### config.mk
export PLATFORM = sky130hd
export DESIGN_NAME = timer16_count_and_capture
export DESIGN_NICKNAME = d
export VERILOG_FILES = /design/src/timer16_pkg.sv /design/src/timer16_count_and_capture.sv
export SDC_FILE = /design/constraint.sdc
export NUM_CORES = 1
export LEC_CHECK = 0
export BUFFER_PORTS_ARGS = -buffer_cell sky130_fd_sc_hd__buf_2
export CAP_MARGIN = 20
export CORE_MARGIN = 2
export CORE_UTILIZATION = 30
export CTS_CLUSTER_SIZE = 12
export DETAILED_ROUTE_END_ITERATION = 10
export MAX_ROUTING_LAYER = met4
export PLACE_DENSITY = 0.46
export SYNTH_ARGS = -nofsm -noshare
export SYNTH_HDL_FRONTEND = slang
export SYNTH_SLANG_ARGS = --single-unit
export TNS_END_PERCENT = 5
### constraint.sdc
create_clock -name mclk -period 16.7 [get_ports mclk]
set_input_delay 1.67 -clock mclk [delete_from_list [all_inputs] [get_ports mclk]]
set_output_delay 1.67 -clock mclk [all_outputs]
set_load 0.02 [all_outputs]
### src/timer16_pkg.sv
// Purpose: shared constants and types of the 16-bit timer counter block
// Assumes: 8-bit I/O bus, byte-wide register selects of our own
// Notes: registers are reached by select code on the I/O port
package timer16_pkg;

	// Register select codes on the I/O port
	localparam logic [3:0] SEL_CTRL_A = 4'h0;
	localparam logic [3:0] SEL_CTRL_B = 4'h1;
	localparam logic [3:0] SEL_CNT_L = 4'h2;
	localparam logic [3:0] SEL_CNT_H = 4'h3;
	localparam logic [3:0] SEL_CAP_L = 4'h4;
	localparam logic [3:0] SEL_CAP_H = 4'h5;
	localparam logic [3:0] SEL_CMPA_L = 4'h6;
	localparam logic [3:0] SEL_CMPA_H = 4'h7;
	localparam logic [3:0] SEL_FLAGS = 4'h8;
	localparam logic [3:0] SEL_IRQ_EN = 4'h9;

	// Field positions
	localparam int B_NF_EN = 7;
	localparam int B_EDGE_RISE = 6;
	localparam int B_WGM_HI = 3;
	localparam int B_CAP_FLAG = 5;
	localparam int B_OVF_FLAG = 2;

	// Clock source selector codes
	localparam logic [2:0] CS_STOP = 3'h0;
	localparam logic [2:0] CS_CLK = 3'h1;
	localparam logic [2:0] CS_DIV8 = 3'h2;
	localparam logic [2:0] CS_DIV64 = 3'h3;
	localparam logic [2:0] CS_DIV256 = 3'h4;
	localparam logic [2:0] CS_DIV1024 = 3'h5;
	localparam logic [2:0] CS_EXT_FALL = 3'h6;
	localparam logic [2:0] CS_EXT_RISE = 3'h7;

	// Waveform modes
	localparam logic [3:0] WGM_NORMAL = 4'h0;
	localparam logic [3:0] WGM_PC8 = 4'h1;
	localparam logic [3:0] WGM_PC9 = 4'h2;
	localparam logic [3:0] WGM_PC10 = 4'h3;
	localparam logic [3:0] WGM_CTC_A = 4'h4;
	localparam logic [3:0] WGM_FAST8 = 4'h5;
	localparam logic [3:0] WGM_FAST9 = 4'h6;
	localparam logic [3:0] WGM_FAST10 = 4'h7;
	localparam logic [3:0] WGM_PFC_CAP = 4'h8;
	localparam logic [3:0] WGM_PFC_A = 4'h9;
	localparam logic [3:0] WGM_PC_CAP = 4'hA;
	localparam logic [3:0] WGM_PC_A = 4'hB;
	localparam logic [3:0] WGM_CTC_CAP = 4'hC;
	localparam logic [3:0] WGM_FAST_CAP = 4'hE;
	localparam logic [3:0] WGM_FAST_A = 4'hF;

	// Counter values
	localparam logic [15:0] TOP_8BIT = 16'h00FF;
	localparam logic [15:0] TOP_9BIT = 16'h01FF;
	localparam logic [15:0] TOP_10BIT = 16'h03FF;
	localparam logic [15:0] CNT_MAX = 16'hFFFF;
	localparam logic [15:0] CNT_BOTTOM = 16'h0000;
	localparam logic [15:0] CNT_ONE = 16'h0001;

	// Noise filter sample count
	localparam int FILT_SAMPLES = 4;

	typedef enum logic [1:0] {
		DIR_UP = 2'b01,
		DIR_DOWN = 2'b10
	} dir_t;

	typedef struct packed {
		logic [3:0] sel;
		logic wr;
		logic rd;
		logic [7:0] wdata;
	} io_req_t;

	typedef struct packed {
		logic div8;
		logic div64;
		logic div256;
		logic div1024;
	} presc_t;

	typedef struct packed {
		logic [1:0] wgm_lo;
		logic [7:0] ctrl_b;
		logic [15:0] cnt;
		logic [15:0] cap;
		logic [15:0] cmpa;
		logic [7:0] temp;
		dir_t dir;
		logic cap_flag;
		logic ovf_flag;
		logic cap_ie;
		logic ovf_ie;
		logic ext_prev;
		logic in_smp;
		logic [FILT_SAMPLES-1:0] filt_sh;
		logic filt_out;
		logic edge_prev;
		logic [7:0] rdata;
		logic cap_irq;
		logic ovf_irq;
		logic at_top;
		logic at_bottom;
	} state_t;

endpackage
### src/timer16_count_and_capture.sv
// Purpose: 16-bit up/down counter with input capture and noise filter
// Assumes: all inputs synchronous to mclk; prescaler taps are one-cycle pulses
// Notes: read data appears on io_rdata one cycle after the read strobe
// Operation
// - High-byte counter access uses shared latch.
// - Counter low read loads latch with high.
// - Selector zero stops counter, others pick tick.
// - Each tick clears, increments or decrements counter.
// - CPU accesses counter with or without ticks.
// - CPU counter write beats clear or count.
// - Four-bit mode field selects count sequence.
// - Overflow flag set per mode, raises interrupt when enabled.
// - Count strobe, direction, clear, top and bottom.
// - Matching edge copies counter into capture register.
// - Capture flag set with capture register update.
// - Enabled capture flag requests interrupt, acked clears.
// - Writing one clears capture flag, zero keeps.
// - Capture low read loads latch with high.
// - Capture register writable only in capture-top modes.
// - Trigger from pin, or comparator when selected.
// - Filter output changes after four equal samples.
// - Enabled filter adds four system clocks delay.
// - Capture input off in capture-top modes.
// - Top is fixed value, compare A or capture.
// - Low-byte write commits latch and low together.
`timescale 1ns/1ps
`default_nettype none
module timer16_count_and_capture
	import timer16_pkg::*;
(
	// Clock and reset
	input wire logic mclk,
	input wire logic rst_n,
	// CPU I/O port
	input wire io_req_t io_req,
	output logic [7:0] io_rdata,
	// Tick sources
	input wire presc_t presc_tick,
	input wire logic ext_tick_pin,
	// Capture sources
	input wire logic capture_pin,
	input wire logic comparator_output,
	input wire logic comparator_capture_select,
	// Interrupts
	input wire logic capture_irq_ack,
	input wire logic overflow_irq_ack,
	output logic capture_irq,
	output logic overflow_irq,
	// Counter state for compare units
	output logic [15:0] timer_count,
	output logic count_at_top,
	output logic count_at_bottom
);

	state_t st_r;
	state_t st_nxt;

	logic [3:0] wgm;
	logic [2:0] cs;
	logic timer_tick;
	logic [15:0] top_val;
	logic dual_slope;
	logic ovf_at_top;
	logic cap_top_mode;
	logic cnt_step;
	logic cnt_up;
	logic cnt_clear;
	logic reach_top;
	logic reach_bottom;
	logic cap_src;
	logic filt_next;
	logic cap_event;
	logic wr_cnt;
	logic wr_cap;
	logic ovf_set;

	assign wgm = {st_r.ctrl_b[B_WGM_HI+1:B_WGM_HI], st_r.wgm_lo};
	assign cs = st_r.ctrl_b[2:0];

	// Tick selection
	always_comb begin
		case (cs)
			CS_STOP: timer_tick = 1'b0;
			CS_CLK: timer_tick = 1'b1;
			CS_DIV8: timer_tick = presc_tick.div8;
			CS_DIV64: timer_tick = presc_tick.div64;
			CS_DIV256: timer_tick = presc_tick.div256;
			CS_DIV1024: timer_tick = presc_tick.div1024;
			CS_EXT_FALL: timer_tick = st_r.ext_prev & ~ext_tick_pin;
			CS_EXT_RISE: timer_tick = ~st_r.ext_prev & ext_tick_pin;
			default: timer_tick = 1'b0;
		endcase
	end

	// Mode decode and top value
	always_comb begin
		dual_slope = 1'b0;
		ovf_at_top = 1'b0;
		cap_top_mode = 1'b0;
		top_val = CNT_MAX;
		case (wgm)
			WGM_PC8: begin
				dual_slope = 1'b1;
				top_val = TOP_8BIT;
			end
			WGM_PC9: begin
				dual_slope = 1'b1;
				top_val = TOP_9BIT;
			end
			WGM_PC10: begin
				dual_slope = 1'b1;
				top_val = TOP_10BIT;
			end
			WGM_CTC_A: top_val = st_r.cmpa;
			WGM_FAST8: begin
				ovf_at_top = 1'b1;
				top_val = TOP_8BIT;
			end
			WGM_FAST9: begin
				ovf_at_top = 1'b1;
				top_val = TOP_9BIT;
			end
			WGM_FAST10: begin
				ovf_at_top = 1'b1;
				top_val = TOP_10BIT;
			end
			WGM_PFC_CAP, WGM_PC_CAP: begin
				dual_slope = 1'b1;
				cap_top_mode = 1'b1;
				top_val = st_r.cap;
			end
			WGM_PFC_A, WGM_PC_A: begin
				dual_slope = 1'b1;
				top_val = st_r.cmpa;
			end
			WGM_CTC_CAP: begin
				cap_top_mode = 1'b1;
				top_val = st_r.cap;
			end
			WGM_FAST_CAP: begin
				ovf_at_top = 1'b1;
				cap_top_mode = 1'b1;
				top_val = st_r.cap;
			end
			WGM_FAST_A: begin
				ovf_at_top = 1'b1;
				top_val = st_r.cmpa;
			end
			// Reserved code: single slope to the counter maximum
			default: top_val = CNT_MAX;
		endcase
	end

	// Counter control strobes
	// Dual slope turns at or above top
	assign reach_top = (st_r.cnt >= top_val);
	assign reach_bottom = (st_r.cnt == CNT_BOTTOM);
	always_comb begin
		cnt_step = 1'b0;
		cnt_up = 1'b1;
		cnt_clear = 1'b0;
		ovf_set = 1'b0;
		if (timer_tick) begin
			if (dual_slope) begin
				cnt_step = 1'b1;
				if (st_r.dir == DIR_UP) begin
					cnt_up = ~reach_top;
				end else begin
					cnt_up = reach_bottom;
					ovf_set = reach_bottom;
				end
			// Single slope clears at top, except in normal mode
			end else if (reach_top && wgm != WGM_NORMAL) begin
				cnt_clear = 1'b1;
				ovf_set = ovf_at_top | (st_r.cnt == CNT_MAX);
			end else begin
				cnt_step = 1'b1;
				ovf_set = (st_r.cnt == CNT_MAX);
			end
		end
	end

	// Capture path
	assign cap_src = comparator_capture_select ? comparator_output
		: capture_pin;
	always_comb begin
		filt_next = st_r.filt_out;
		// Filter off: output follows the sampled input
		if (!st_r.ctrl_b[B_NF_EN]) begin
			filt_next = st_r.in_smp;
		end else if (&st_r.filt_sh) begin
			filt_next = 1'b1;
		end else if (~|st_r.filt_sh) begin
			filt_next = 1'b0;
		end
	end
	assign cap_event = ~cap_top_mode
		& (st_r.filt_out != st_r.edge_prev)
		& (st_r.filt_out == st_r.ctrl_b[B_EDGE_RISE]);

	assign wr_cnt = io_req.wr & (io_req.sel == SEL_CNT_L);
	assign wr_cap = io_req.wr & (io_req.sel == SEL_CAP_L) & cap_top_mode;

	// Next state
	always_comb begin
		st_nxt = st_r;
		// Last pin level, for external tick edges
		st_nxt.ext_prev = ext_tick_pin;

		// Counter
		// A CPU write drops the tick and its overflow
		if (wr_cnt) begin
			st_nxt.cnt = {st_r.temp, io_req.wdata};
		end else if (cnt_clear) begin
			st_nxt.cnt = CNT_BOTTOM;
		end else if (cnt_step) begin
			st_nxt.cnt = cnt_up ? st_r.cnt + CNT_ONE
				: st_r.cnt - CNT_ONE;
		end
		// Direction turns at top and bottom
		if (timer_tick && dual_slope && !wr_cnt) begin
			if (st_r.dir == DIR_UP && reach_top) begin
				st_nxt.dir = DIR_DOWN;
			end else if (st_r.dir == DIR_DOWN && reach_bottom) begin
				st_nxt.dir = DIR_UP;
			end
		end
		if (!dual_slope) begin
			st_nxt.dir = DIR_UP;
		end

		// Capture filter and edge detector
		st_nxt.in_smp = cap_src;
		st_nxt.filt_sh = {st_r.filt_sh[FILT_SAMPLES-2:0], st_r.in_smp};
		st_nxt.filt_out = filt_next;
		st_nxt.edge_prev = st_r.filt_out;
		if (cap_top_mode) begin
			// Frozen so that no false edge appears on leaving the mode
			st_nxt.in_smp = st_r.in_smp;
			st_nxt.filt_sh = st_r.filt_sh;
			st_nxt.filt_out = st_r.filt_out;
		end

		// Flags: hardware set wins over clear
		if ((io_req.wr && io_req.sel == SEL_FLAGS
			&& io_req.wdata[B_CAP_FLAG]) || capture_irq_ack) begin
			st_nxt.cap_flag = 1'b0;
		end
		if ((io_req.wr && io_req.sel == SEL_FLAGS
			&& io_req.wdata[B_OVF_FLAG]) || overflow_irq_ack) begin
			st_nxt.ovf_flag = 1'b0;
		end
		if (cap_event) begin
			st_nxt.cap = st_r.cnt;
			st_nxt.cap_flag = 1'b1;
		end
		if (ovf_set && !wr_cnt) begin
			st_nxt.ovf_flag = 1'b1;
		end

		// CPU writes
		if (io_req.wr) begin
			case (io_req.sel)
				SEL_CTRL_A: st_nxt.wgm_lo = io_req.wdata[1:0];
				SEL_CTRL_B: st_nxt.ctrl_b = io_req.wdata;
				SEL_CNT_H, SEL_CAP_H, SEL_CMPA_H: begin
					st_nxt.temp = io_req.wdata;
				end
				// Compare A is written directly, no double buffer
				SEL_CMPA_L: st_nxt.cmpa = {st_r.temp, io_req.wdata};
				SEL_IRQ_EN: begin
					st_nxt.cap_ie = io_req.wdata[B_CAP_FLAG];
					st_nxt.ovf_ie = io_req.wdata[B_OVF_FLAG];
				end
				default: st_nxt.temp = st_r.temp;
			endcase
		end
		if (wr_cap) begin
			st_nxt.cap = {st_r.temp, io_req.wdata};
		end

		// CPU reads
		// Read data is zero outside a read strobe
		st_nxt.rdata = 8'h00;
		if (io_req.rd) begin
			case (io_req.sel)
				SEL_CTRL_A: st_nxt.rdata = {6'h00, st_r.wgm_lo};
				SEL_CTRL_B: st_nxt.rdata = st_r.ctrl_b;
				SEL_CNT_L: begin
					st_nxt.rdata = st_r.cnt[7:0];
					st_nxt.temp = st_r.cnt[15:8];
				end
				SEL_CAP_L: begin
					st_nxt.rdata = st_r.cap[7:0];
					st_nxt.temp = st_r.cap[15:8];
				end
				SEL_CNT_H, SEL_CAP_H: st_nxt.rdata = st_r.temp;
				SEL_CMPA_L: st_nxt.rdata = st_r.cmpa[7:0];
				SEL_CMPA_H: st_nxt.rdata = st_r.cmpa[15:8];
				SEL_FLAGS: begin
					st_nxt.rdata[B_CAP_FLAG] = st_r.cap_flag;
					st_nxt.rdata[B_OVF_FLAG] = st_r.ovf_flag;
				end
				SEL_IRQ_EN: begin
					st_nxt.rdata[B_CAP_FLAG] = st_r.cap_ie;
					st_nxt.rdata[B_OVF_FLAG] = st_r.ovf_ie;
				end
				default: st_nxt.rdata = 8'h00;
			endcase
		end

		// Registered outputs
		// Interrupt lines follow the next flag state
		st_nxt.cap_irq = st_nxt.cap_flag & st_nxt.cap_ie;
		st_nxt.ovf_irq = st_nxt.ovf_flag & st_nxt.ovf_ie;
		st_nxt.at_top = (st_nxt.cnt == top_val);
		st_nxt.at_bottom = (st_nxt.cnt == CNT_BOTTOM);
	end

	// Synchronous reset: stopped, normal mode, at bottom
	always_ff @(posedge mclk) begin
		if (!rst_n) begin
			st_r <= '0;
			st_r.dir <= DIR_UP;
			st_r.at_bottom <= 1'b1;
		end else begin
			st_r <= st_nxt;
		end
	end

	assign io_rdata = st_r.rdata;
	assign capture_irq = st_r.cap_irq;
	assign overflow_irq = st_r.ovf_irq;
	assign timer_count = st_r.cnt;
	assign count_at_top = st_r.at_top;
	assign count_at_bottom = st_r.at_bottom;

endmodule
`default_nettype wire

---- After elaboration in Yosys (flattened, before gate mapping) ----
Cells that the tools add are included.
cells by class
  add/sub/neg operators ................... 2
  $lt $le $gt $ge ......................... 1
  eq/ne operators ......................... 37
  muxes and demuxes ....................... 45
  bitwise operators ....................... 14
  reductions and logical operators ........ 37
operator list
  kind                     count
  $mux W16                 6
  $pmux W16 S5             1
  $eq A4 B4 Y1 const B     9
  $eq A4 B3 Y1 const B     8
  $logic_not A16 Y1        2
  $mux W1                  24
  $mux W8                  3
  $pmux W1 S8              3
  $pmux W2 S6              2
  $add A16 B1 Y16 const B  1
  $eq A16 B16 Y1           1
  $eq A16 B16 Y1 const B   1
  $eq A4 B2 Y1 const B     4
  $ge A16 B16 Y1           1
  $pmux W8 S2              1
  $sub A16 B1 Y16 const B  1
  $pmux W2 S7              1
  $reduce_and A2 Y1        7
  $eq A3 B3 Y1 const B     4
  $reduce_or A4 Y1         3
  $and A1 B1 Y1            9
  $logic_and A1 B1 Y1      9
  $eq A4 B1 Y1 const B     2
  $mux W2                  4
  other kinds (20)         29
storage, ports and cells
  register bits ........................... 92
  bits of input ports ..................... 26
  output and inout port bits .............. 28
  logic and storage cells ................. 157

---- Longest topological paths before layout ----
Gate-level depths: netlist of the first run.
  depth in word-level cells ............... 13
  mapped depth ............................ 24
  depth with buffers taken out ............ 22

---- Worst setup path after synthesis of the first run ----
No wires, ideal clock.
  path type ............................... input -> register
  start point ............................. input port ext_tick_pin
  end point ............................... register st_r (netlist bit count_at_top)
  setup time .............................. 0.103 ns
  arrival time ............................ 5.299 ns
  required time ........................... 16.597 ns
  setup slack ............................. 11.298 ns
  stages .................................. 16
  buffers on the path ..................... 1
  cell sequence ........................... inv_1 -> a21oi_1 -> o41ai_4 -> buf_2 -> and2_1 -> ha_1 -> a21oi_1 -> o211ai_1 -> o221ai_1 -> nand2b_1 -> a21oi_1 -> o31a_1 -> a2111oi_2 -> o211a_1 -> nand4_1 -> a2111oi_2
on the way
  longest elaborated chain between the ends .. 9
  elaborated cells between the ends (all ways) .. 12
  classes of those cells .................. eq/ne: 1; mux: 8; bitwise: 3
ends and longest elaborated chain
  item                    line                              source
  start: declaration      timer16_count_and_capture.sv:39   input wire logic ext_tick_pin,
  $not A1 Y1              timer16_count_and_capture.sv:89   CS_EXT_FALL: timer_tick = st_r.ext_prev & ~ext_tick_pin;
  $and A1 B1 Y1           timer16_count_and_capture.sv:89
  $pmux W1 S8 *           timer16_count_and_capture.sv:82   case (cs)
  $mux W1                 timer16_count_and_capture.sv:163  if (timer_tick) begin
  $mux W16                timer16_count_and_capture.sv:217  st_nxt.cnt = cnt_up ? st_r.cnt + CNT_ONE
  $mux W16                timer16_count_and_capture.sv:216  end else if (cnt_step) begin
  $mux W16 *              timer16_count_and_capture.sv:214  end else if (cnt_clear) begin
  $mux W16 *              timer16_count_and_capture.sv:212  if (wr_cnt) begin
  $eq A16 B16 Y1 *        timer16_count_and_capture.sv:316  st_nxt.at_top = (st_nxt.cnt == top_val);
  end signal: assignment  timer16_count_and_capture.sv:327  st_r <= st_nxt;
  end: declaration        timer16_count_and_capture.sv:55   state_t st_r;
Every way passes the cells marked *; elsewhere a longest branch is shown, timed or not.
A chain may end at the register's enable or synchronous reset.

---- Worst setup path after layout of the first run ----
  start point ............................. register st_r[90] (netlist bit)
  end point ............................... register st_r (netlist bit count_at_top)
on the way
  longest elaborated chain between the ends .. 13
  elaborated cells between the ends (all ways) .. 40
  classes of those cells .................. order compare: 1; eq/ne: 15; mux: 15; bitwise: 1; reduce/logical: 8
ends and longest elaborated chain
  item                                                                   line                              source
  $eq A4 B4 Y1 (tied with other cells)                                   timer16_count_and_capture.sv:101  case (wgm)
  $reduce_or A4 Y1 (no line) / $reduce_or A2 Y1 (equally long branches)  --
  $pmux W16 S5                                                           timer16_count_and_capture.sv:101
  $ge A16 B16 Y1                                                         timer16_count_and_capture.sv:156  assign reach_top = (st_r.cnt >= top_val);
  $not A1 Y1                                                             timer16_count_and_capture.sv:167  cnt_up = ~reach_top;
  $mux W1                                                                timer16_count_and_capture.sv:166  if (st_r.dir == DIR_UP) begin
  $mux W1                                                                timer16_count_and_capture.sv:164  if (dual_slope) begin
  $mux W1                                                                timer16_count_and_capture.sv:163
  $mux W16                                                               timer16_count_and_capture.sv:217
  $mux W16                                                               timer16_count_and_capture.sv:216
  $mux W16                                                               timer16_count_and_capture.sv:214
  $mux W16                                                               timer16_count_and_capture.sv:212
  $eq A16 B16 Y1 *                                                       timer16_count_and_capture.sv:316
Marked as above.

==> results of run 1 <==
-- where the power goes --
group / switching, mW / total [mW] / internal (mW)
clock: 0.0890 / 0.192 / 0.103
sequential: 0.00740 / 0.230 / 0.223
combinational: 0.0350 / 0.0527 / 0.0177
-- per-layer routing --
layer,vias to the layer above,share of wire [%],GRT usage [%]
li1,3073,-,-
met3,40,5.7,3.144
met5,-,0,-
met2,240,44,33.24
met1,3141,48,31.34
met4,0,2.1,6.574
-- sequential cells by signal (all words and copies together), names as in the netlist --
register,flops
st_r,60
timer_count,16
io_rdata,8
cs,3
capture_irq,1
count_at_bottom,1
count_at_top,1
overflow_irq,1
st_nxt,1
-- Yosys cell counts (3+ instances only) --
cell type	number
ha_1	30
o21ai_0	39
dfxtp_1	92
mux2_2	4
nand3_1	25
a221oi_1	11
o22ai_1	19
buf_4	24
nand2_1	107
nor4_1	10
mux2i_1	39
and2_1	13
a31oi_1	9
xor2_1	7
o31ai_1	7
nand3b_1	3
inv_1	19
clkbuf_1	32
nor2b_1	6
a22o_1	3
and3_1	5
a21oi_1	77
buf_2	8
o211ai_1	4
o22a_1	3
xnor2_1	12
o41ai_1	3
a21boi_0	3
nand2b_1	12
nor3b_1	4
o21a_1	4
nor2_1	68
a22oi_1	11
nand4_1	18
a21o_1	5
nor3_1	11
a211oi_1	21
-- area by class of cell --
cell class | instances | area [um^2] | share of cell area, %
multi-input cells | 650 | 4264 | 59.85
flip-flops and latches | 92 | 1842 | 25.85
well taps | 275 | 344.1 | 4.830
repair buffers | 62 | 336.6 | 4.724
clock buffers | 12 | 246.5 | 3.460
inverters | 21 | 78.83 | 1.106
clock inverters | 2 | 12.51 | 0.1756
-- worst paths after layout --
path,startpoint,end,slack (ps),cells past startpoint
min reg2reg,st_r[87],st_r[87],460,2
max reg2reg,st_r[90],count_at_top,9710,19
min,st_r[87],st_r[87],460,2
max,st_r[90],count_at_top,9710,19
-- cells by family after synthesis --
| group | Yosys count | synth area share (%) |
|---|---|---|
| DFF | 92 | 28.18 |
| muxes | 43 | 6.663 |
| adders and majority gates | 31 | 6.050 |
| buffers and inverters | 89 | 6.874 |
| and+or+nand+nor | 298 | 22.19 |
| xor gates and xnor gates | 19 | 2.546 |
| AOI/OAI and AO/OA | 259 | 27.49 |
-- metrics by stage --
step / power, mW / hold slack (ps)
detailed placement: 0.2871 / 449.5
finish: 0.4753 / 458.6
global route: 0.4925 / 481.7
global placement: 0.2874 / 451.7
CTS: 0.4789 / 458.8
floorplan: 0.2663 / 436.4
-- worst min-delay path: cells and delay by family (launching register included) --
kind,cells,cell delay [ps]
simple gates,1,50
flops,1,310
compound gates,1,50
==> summary.md, run 1 <==
| Metric | Value |
|---|---|
| Hold_buf cts | `0` |
| Synth Instances | `831` |
| Final Hold Viols | `0` |
| Asr flop ratio synth | `0%` |
| CP delay by family, top | `compound AO/OA/AOI/OAI gates` |
| Final non-filler cell total | `1114` |
| DR WL/cell | `22.35 um` |
| Critical path class | `reg2reg` |
| Post-CTS Repair Setup Buffers | `0` |
| ANT nets after route | `0` |
| Cell area after layout | `7124 um^2` |
| Worst path bufs/invs | `0` |
| Pre-CTS setup slack | `slightly below 10000 ps` |
| Top cells by area, synth | `dfxtp_1 (28%), nand2_1 (6.1%), mux2i_1 (6.0%)` |
| CP max FO | `27` |
| Max Slew Vio Count | `0` |
| Most frequent cells in the layout | `nand2_1 (107), dfxtp_1 (92), a21oi_1 (77), nor2_1 (67), buf_2 (53)` |
| DR iter-0 viols | `about 670` |
| Number of synthesized flops with an enable pin | `0` |
| Skew final | `14.23 ps` |
| FMAX | `between 0.1 and 0.15 GHz` |
| Starting density of the core | `30.80%` |
| # placed instances | `1100` |
| Unique masters post-synth | `84` |
| First-pass GRT wire length | `37.29 mm` |
| Status | `finished clean` |
| Sequential area share after synthesis | `28.18%` |
| Root Buffer | `clkbuf_16` |
| Aggregate global-route resource usage | `22.29%` |
| Die footprint | `22980 um^2` |
| Peak supply drop | `0.03718 mV` |
| Critical path launch point type | `flop` |
| Routed Wire Length | `24.90 mm` |
| P&R area growth vs syn | `9.018%` |
| RSZ-0062 raised after global routing | `no` |
| Final TNS setup | `0 ps` |
| Core ar. | `roughly 21000 um^2` |
| Die W | `151.6 um` |
| Final min period | `6989 ps` |
| PnR worst setup slack | `roughly 10000 ps` |
| Synthesized Nets | `888` |
| Port-buffer cells | `53` |
| YS warnings | `0` |
| Vias per cell | `between 5 and 6` |
| N_diodes | `0` |
| CTS resizes | `0` |
| Predominant post-synthesis flop cell | `dfxtp_1` |
| Maxcap violations | `0` |
| Syn Area/Cell | `7.864 um^2` |
| Crit-path cells | `nor2b_1 > a221oi_1 > ha_1 > nand4_1 > nor4_2 > o21ai_1 > a41oi_1 > and2_1 > ha_1 > a21oi_1 > o211ai_1 > o221ai_1 > nand2b_1 > a21oi_1 > o31a_1 > a2111oi_2 > o211a_1 > nand4_1 > a2111oi_2` |
| Detail Placement HPWL | `17.89 mm` |
| Drc violations | `0` |
| Most common cell after layout, fill and taps aside | `nand2_1` |
| Row count | `53` |
| Clock slew at reported path FFs | `70 ps` |
| Tcrit/Tclk final | `41.85%` |
| Endpoints failing setup | `0` |
| Drt pass-1 iters | `6` |
| Critical Path RT | `16940 ps` |
| Total grt overflow | `0` |
| Worst min-delay path class | `reg2reg` |
| Measured slew at the worst slew-check pin | `1001 ps` |
| Critical path data arrival time | `between 7000 and 8000 ps` |
| I/O Pins | `54` |
| Max stage delay on crit path | `around 980 ps` |
| Clock buffer depth | `2` |
| Slowest CP cell | `dfxtp_1` |
| Htree depth | `3` |
| Placed Area | `6865 um^2` |
| Post-layout util | `approximately 34%` |
| Fill count | `2296` |
| Floorplan die height | `151.6 um` |
| Total CTS buffers | `9` |
| Slew margin rel. | `33.20%` |
| Share of layout cells above drive strength 1 | `12.63%` |
| Largest net degree at the start of global routing | `48` |
| Endpoint type of the worst setup path | `flop` |
| Pleak | `2.614 nW` |
| Worst skew pair latency | `360 ps` |
| Via count of the routed design | `about 6.5k` |
| Mapped Area | `between 6000 and 7000 um^2` |
| Initial antenna violation count | `0` |
| Gpl congestion | `0.8915` |
| Yosys top cell by area | `dfxtp_1` |
| # nets final | `893` |
| Clock sinks | `92` |
| Power Dens Cells | `66.71 nW/um^2` |
| CTS tree | `built` |
| Vias in the first global route | `5960` |
| Synth Register Bits | `92` |
| Share of the synthesized area in the top cell type | `between 20% and 30%` |
Power figures use the tool's default switching activity.
==> run 2, diff against run 1 <==
PLACE_DENSITY = 0.47   (was 0.46)
clock period = 6.1 ns   (was 16.7 ns; I/O delays follow)
==> run 2 against run 1 <==
Critical path type unchanged. Die area stayed put. Design area grew 3.8%. Non-clock buffer count increased by 23. Clock skew grew 2.8 ps. Fmax is 23% higher. Worst setup slack worse by 9300 ps. Worst hold slack better by 3.6 ps. Register-to-register slack worse by 9300 ps. Wire length up 0.81%. Combinational power increased to 2.9 times the previous value. Count of clock-buffer cells in the layout unchanged. Utilization rose by 1.3 points.
==> summary.md, run 2 (synthesized netlist as in run 1, its figures left out) <==
| Metric | Value |
|---|---|
| Crit. Startpoint | `st_r[86]` |
| PnR worst setup slack | `440.1 ps` |
| Power after layout | `1.427 mW` |
| Slowest CP cell | `o21ai_0` |
| Reg power frac | `43.9%` |
| DR WL/cell | `~22 um` |
| Endpoint type of the worst setup path | `flop` |
| Detail Placement HPWL | `18.25 mm` |
| RSZ-0062 raised after global routing | `no` |
| Critical path class | `reg2reg` |
| Core ar. | `21220 um^2` |
| Post-CTS Repair Setup Buffers | `0` |
| Aggregate global-route resource usage | `22.59%` |
| Worst skew pair latency | `between 300 and 400 ps` |
| Clock buffer depth | `2` |
| Final Hold Viols | `0` |
| N_diodes | `0` |
| Proportion of power drawn by combinational gates | `10.8%` |
| Die W | `around 150 um` |
| Max Slew Vio Count | `0` |
| Critical Path Sink | `count_at_top` |
| Most common cell after layout, fill and taps aside | `nand2_1` |
| Routed Wire Length | `25.11 mm` |
| Endpoints failing setup | `0` |
| Measured slew at the worst slew-check pin | `924.1 ps` |
| Clock sinks | `92` |
| Vias per cell | `5.724` |
| Tcrit/Tclk final | `92.79%` |
| Crit-path cells | `or2_1 > or2_4 > o21ai_0 > ha_1 > a31oi_1 > nor2b_1 > o21ai_1 > a41oi_1 > and2_1 > buf_4 > ha_1 > a21oi_1 > o211ai_1 > o221ai_2 > nand2b_1 > a21oi_1 > o31a_1 > a2111oi_2 > o211a_1 > nand4_1 > a2111oi_2` |
| Critical path launch point type | `flop` |
| Worst r2r src | `st_r[86]` |
| Final min period | `5660 ps` |
| # nets final | `916` |
| Cell Int Power | `1.054 mW` |
| CP max FO | `13` |
| Critical Path RT | `6360 ps` |
| Length in cells of the worst reg-to-reg path | `21` |
| Gpl congestion | `0.9252` |
| Largest Register | `st_r` |
| Clock slew at reported path FFs | `80 ps` |
| Drc violations | `0` |
| Power Dens Cells | `193.0 nW/um^2` |
| Row count | `53` |
| DR iter-0 viols | `651` |
| Final hold slack | `462.1 ps` |
| FMAX | `0.1767 GHz` |
| CTS tree | `built` |
| Starting density of the core | `30.80%` |
| Worst min-delay path class | `reg2reg` |
| Root Buffer | `clkbuf_16` |
| Max FFs per register | `60` |
| Die footprint | `between 20000 and 25000 um^2` |
| Skew final | `between 15 and 20 ps` |
| Via count of the routed design | `6520` |
| First-pass GRT wire length | `37.56 mm` |
| Max stage delay on crit path | `between 400 and 500 ps` |
| Port-buffer cells | `between 50 and 60` |
| P&R area growth vs syn | `13.17%` |
| ANT nets after route | `0` |
| Clock power frac | `45.3%` |
| Htree depth | `3` |
| Drt pass-1 iters | `5` |
| Sw power | `approximately 370 uW` |
| Pleak | `2.788 nW` |
| Maxcap violations | `0` |
| I/O Pins | `54` |
| Status | `finished clean` |
| Switching Fraction | `26.15%` |
| Fill count | `approximately 2.3k` |
| Critical path data arrival time | `just under 6000 ps` |
| Total grt overflow | `0` |
| Reg2reg end | `count_at_top` |
| Initial antenna violation count | `0` |
| Most frequent cells in the layout | `nand2_1 (107), dfxtp_1 (89), a21oi_1 (76), nor2_1 (66), buf_2 (53)` |
| Total CTS buffers | `9` |
| Vias in the first global route | `5964` |
| Share of layout cells above drive strength 1 | `16.32%` |
| Final TNS setup | `0 ps` |
| Peak supply drop | `0.1175 mV` |
| Floorplan die height | `151.6 um` |
| Largest net degree at the start of global routing | `46` |
| Reg2Reg Setup Slack | `440 ps` |
| Slew margin rel. | `a little under two fifths` |
| Pre-CTS setup slack | `about 160 ps` |
## run 2: timing repair
item                                    4_1_cts  5_1_grt
hold buffers                                  0        0
endpoints found under the setup margin        0        2
gates resized for setup                       0       11
## run 2: power by group through the flow
stage,combinational [mW],sequential (mW),clock [mW]
after floorplan,0.0950,0.634,0
final,0.154,0.626,0.647
after global placement,0.152,0.640,0
after global routing,0.166,0.627,0.679
after detailed placement,0.151,0.640,0
after CTS,0.152,0.626,0.654
## run 2: stage by stage
step	instances	cell area [um^2]	util, %
finish	1139	7396	34.85
global route	1139	7396	34.85
CTS	1139	7371	34.73
global placement	1123	7034	33.15
detailed placement	1123	7034	33.15
floorplan	831	6535	-
## run 2: layout make-up
cell class	count	area, um^2	area share [%]
Multi-Input combinational cell	650	4285	57.94
Sequential cell	92	1846	24.95
Timing Repair Buffer	85	505.5	6.835
Tap cell	275	344.1	4.652
Clock buffer	12	266.5	3.603
Inverter	21	78.83	1.066
Clock inverter	4	70.07	0.9474
## run 2: critical path, delay by kind of cell, from the launching register on
kind                       cells  cell delay [ps]
buffers and inverters          1              180
DFF                            1              390
adders and majority gates      2              690
AOI/OAI and AO/OA             12             3120
and+or+nand+nor                6             1190
## run 2: layer usage
metal / share of wire (%) / GRT usage, % / up-vias
met2: 44 / 33.48 / 222
met3: 5.2 / 2.275 / 50
met5: 0 / - / -
li1: - / - / 3107
met1: 48 / 31.99 / 3141
met4: 3.1 / 7.870 / 0
## run 2: worst min-delay path by stage
stage | depth (start not counted) | slack [ps] | start | to
after detailed placement | 2 | 460 | st_r[87] | st_r[87]
after global routing | 2 | 500 | st_r[18] | st_r[14]
final | 2 | 460 | st_r[87] | st_r[87]
after CTS | 2 | 470 | st_r[87] | st_r[87]
after floorplan | 2 | 440 | st_r[87] | st_r[87]
after global placement | 2 | 460 | st_r[87] | st_r[87]
==> run 3, diff against run 2 <==
ABC_AREA = 1   (was default)
CORE_UTILIZATION = 35   (was 30)
PLACE_DENSITY = 0.53   (was 0.47)
==> run 3 against run 2 <==
Design area fell by 5.6%. Total power up 8.5%. Cell count grew 5.2%. Utilization increased by 4.0 points. Area after synthesis decreased by 2.2%. Sequential cell count unchanged. Count of clock-buffer cells in the layout decreased by 1. First-iteration DRC count is 13% lower. Sequential power is 4.0% higher. Combinational power rose by 65%. Largest power group is now registers.
==> summary.md, run 3 <==
| Metric | Value |
|---|---|
| Status | `finished clean` |
| Length in cells of the worst reg-to-reg path | `24` |
| Die footprint | `~19000 um^2` |
| Max FFs per register | `60` |
| Grt peak-use layer | `met2` |
| Syn Area/Cell | `6.726 um^2` |
| Critical path launch point type | `flop` |
| Floorplan die height | `139.1 um` |
| Number of synthesized flops with an enable pin | `0` |
| Final min period | `5437 ps` |
| Met3 Usage GRT | `4.938%` |
| Largest net degree at the start of global routing | `49` |
| Worst Hold Depth | `2` |
| Endpoints failing setup | `0` |
| Critical path class | `reg2reg` |
| Power after layout | `1.548 mW` |
| Final Hold Viols | `0` |
| Synth top cells by count | `nand2_1 (169), inv_1 (121), nor2_1 (116)` |
| Row count | `49` |
| DR WL/cell | `roughly 18 um` |
| Share of layout cells above drive strength 1 | `between 10% and 20%` |
| RSZ-0062 raised after global routing | `no` |
| Post-CTS Repair Setup Buffers | `0` |
| ANT nets after route | `0` |
| Synth Register Bits | `92` |
| Synth Area in XOR/XNOR | `between 1.5 and 2%` |
| Sequential area share after synthesis | `28.82%` |
| Drt pass-1 iters | `5` |
| Pleak | `between 3 and 4 nW` |
| Synth Area in Simple Gates | `between 20% and 30%` |
| Most frequent cells in the layout | `nand2_1 (169), inv_1 (121), nor2_1 (116), dfxtp_1 (92), a21oi_1 (80)` |
| Fill count | `1984` |
| Hold_buf cts | `0` |
| Most common cell after layout, fill and taps aside | `nand2_1` |
| Complex-gate fraction of the synthesized area | `22.13%` |
| CTS tree | `built` |
| Share of the synthesized area in the top cell type | `roughly 29%` |
| Peak supply drop | `0.1838 mV` |
| Drc violations | `0` |
| Maxcap violations | `0` |
| Largest Register | `st_r` |
| Final TNS setup | `0 ps` |
| Vias per cell | `5.442` |
| Worst skew pair latency | `between 300 and 400 ps` |
| Synth Instances | `950` |
| Aggregate global-route resource usage | `between 20% and 30%` |
| Max Slew Vio Count | `0` |
| # nets final | `1020` |
| Starting density of the core | `35.57%` |
| FMAX | `0.1839 GHz` |
| Gpl congestion | `slightly above 0.9` |
| Yosys top cell by area | `dfxtp_1` |
| Vias in the first global route | `a little over 6k` |
| Tcrit/Tclk final | `approximately nine tenths` |
| Routed Wire Length | `between 20 and 25 mm` |
| CP max FO | `15` |
| Placed Area | `6636 um^2` |
| Power Dens Cells | `221.8 nW/um^2` |
| Predominant post-synthesis flop cell | `dfxtp_1` |
| CTS resizes | `0` |
| Unique masters post-synth | `50` |
| Slew margin rel. | `45.72%` |
| Critical Path RT | `roughly 6400 ps` |
| Critical path data arrival time | `5730 ps` |
| Cell area after layout | `6980 um^2` |
| Initial antenna violation count | `1` |
| Reg2Reg Setup Slack | `660 ps` |
| DR iter-0 viols | `568` |
| Port-buffer cells | `53` |
| Clock buffer depth | `2` |
| Mapped Area | `roughly 6400 um^2` |
| Endpoint type of the worst setup path | `flop` |
| Largest family of logic cells by synthesized area | `simple AND/OR/NAND/NOR gates` |
| Skew final | `between 10 and 15 ps` |
| Core ar. | `about 18000 um^2` |
| Root Buffer | `clkbuf_16` |
| Total CTS buffers | `9` |
| Via count of the routed design | `6520` |
| P&R area growth vs syn | `9.242%` |
| Synth Area in Adders | `6.188%` |
| Top cells by area, synth | `dfxtp_1 (29%), nand2_1 (9.9%), inv_1 (7.1%)` |
| Met1 usage | `31.64%` |
| Synthesized Nets | `1007` |
| Measured slew at the worst slew-check pin | `812.3 ps` |
| Htree depth | `3` |
| GR Layer Usage met2 | `34.51%` |
| Total grt overflow | `0` |
| Asr flop ratio synth | `0%` |
| Detail Placement HPWL | `about 17 mm` |
| Die W | `139.1 um` |
| Clock slew at reported path FFs | `80 ps` |
| Mux contribution to synthesized area | `0.1566%` |
| Top-count cell post-synth | `nand2_1` |
| Clock sinks | `around 90` |
| Worst min-delay path class | `reg2reg` |
| I/O Pins | `54` |
| First-pass GRT wire length | `34.10 mm` |
| YS warnings | `0` |
-- run 3: cell count changes after synthesis, sizes merged, moves of 14 or more --
cell,change
and2,-14
inv,+109
mux2i,-38
nand2,+71
nand3,+38
nor2,+53
-- run 3: power breakdown --
group	internal, mW	switching (mW)
logic	0.0794	0.174
clock network	0.384	0.260
registers	0.626	0.0241
-- run 3: metal layers --
metal	wire length, um	vias to the layer above	part of all wire (%)
li1	-	3222	-
met1	10450	3036	48
met2	9701	224	44
met5	0	-	0
met4	506	0	2.3
met3	1299	38	5.9
-- run 3: area by class of cell --
class                           instances  area (um^2)  area share (%)
Timing Repair Buffer                   56        287.8           4.123
Sequential cell                        92         1842           26.38
Antenna cell                            1        2.502         0.03585
Clock inverter                          5        82.58           1.183
Tap cell                              229        286.5           4.105
Inverter                              129        494.2           7.080
Clock buffer                           11        252.7           3.621
Multi-Input combinational cell        675         3732           53.47
-- run 3: critical path: stages, from the launching register on --
cell	delay [ps]
dfxtp_1	490
inv_2	140
nor2_4	400
nor4_4	160
a221oi_1	470
ha_1	370
a21oi_1	170
o21ai_0	190
nor2_2	200
nand3_1	130
nand3_1	110
inv_1	270
ha_1	470
nand2_1	70
nand2_1	60
o21ai_0	150
o21ai_1	330
nand2_1	110
nand3_1	100
nand4_1	120
nand3_1	140
nand2_1	80
nor4_1	390
nand3_1	150
nand2_1	80
-- run 3: logic make-up after synthesis --
| family | after synthesis |
|---|---|
| AND/OR/NAND/NOR | 405 |
| AO/OA/AOI/OAI | 225 |
| adder cells (fa/ha/maj) | 31 |
| buffers and inverters | 184 |
| XOR/XNOR | 12 |
| multiplexers | 1 |
| flip-flops | 92 |
-- run 3: final timing paths --
| kind | end | start |
|---|---|---|
| max | count_at_bottom | st_r[86] |
| min | st_r[12] | st_nxt[12] |
| max reg2reg | count_at_bottom | st_r[86] |
| min reg2reg | st_r[12] | st_nxt[12] |
-- run 3: through the flow --
step,hold WS [ps],utilization (%),cells,setup WS [ps]
2_1_floorplan,430.3,-,950,1898
3_3_place_gp,451.5,36.94,1180,711.2
3_5_place_dp,458.0,36.94,1180,589.3
4_1_cts,468.3,38.81,1196,576.5
5_1_grt,498.0,38.86,1198,126.9
6_report,460.3,38.86,1198,662.6
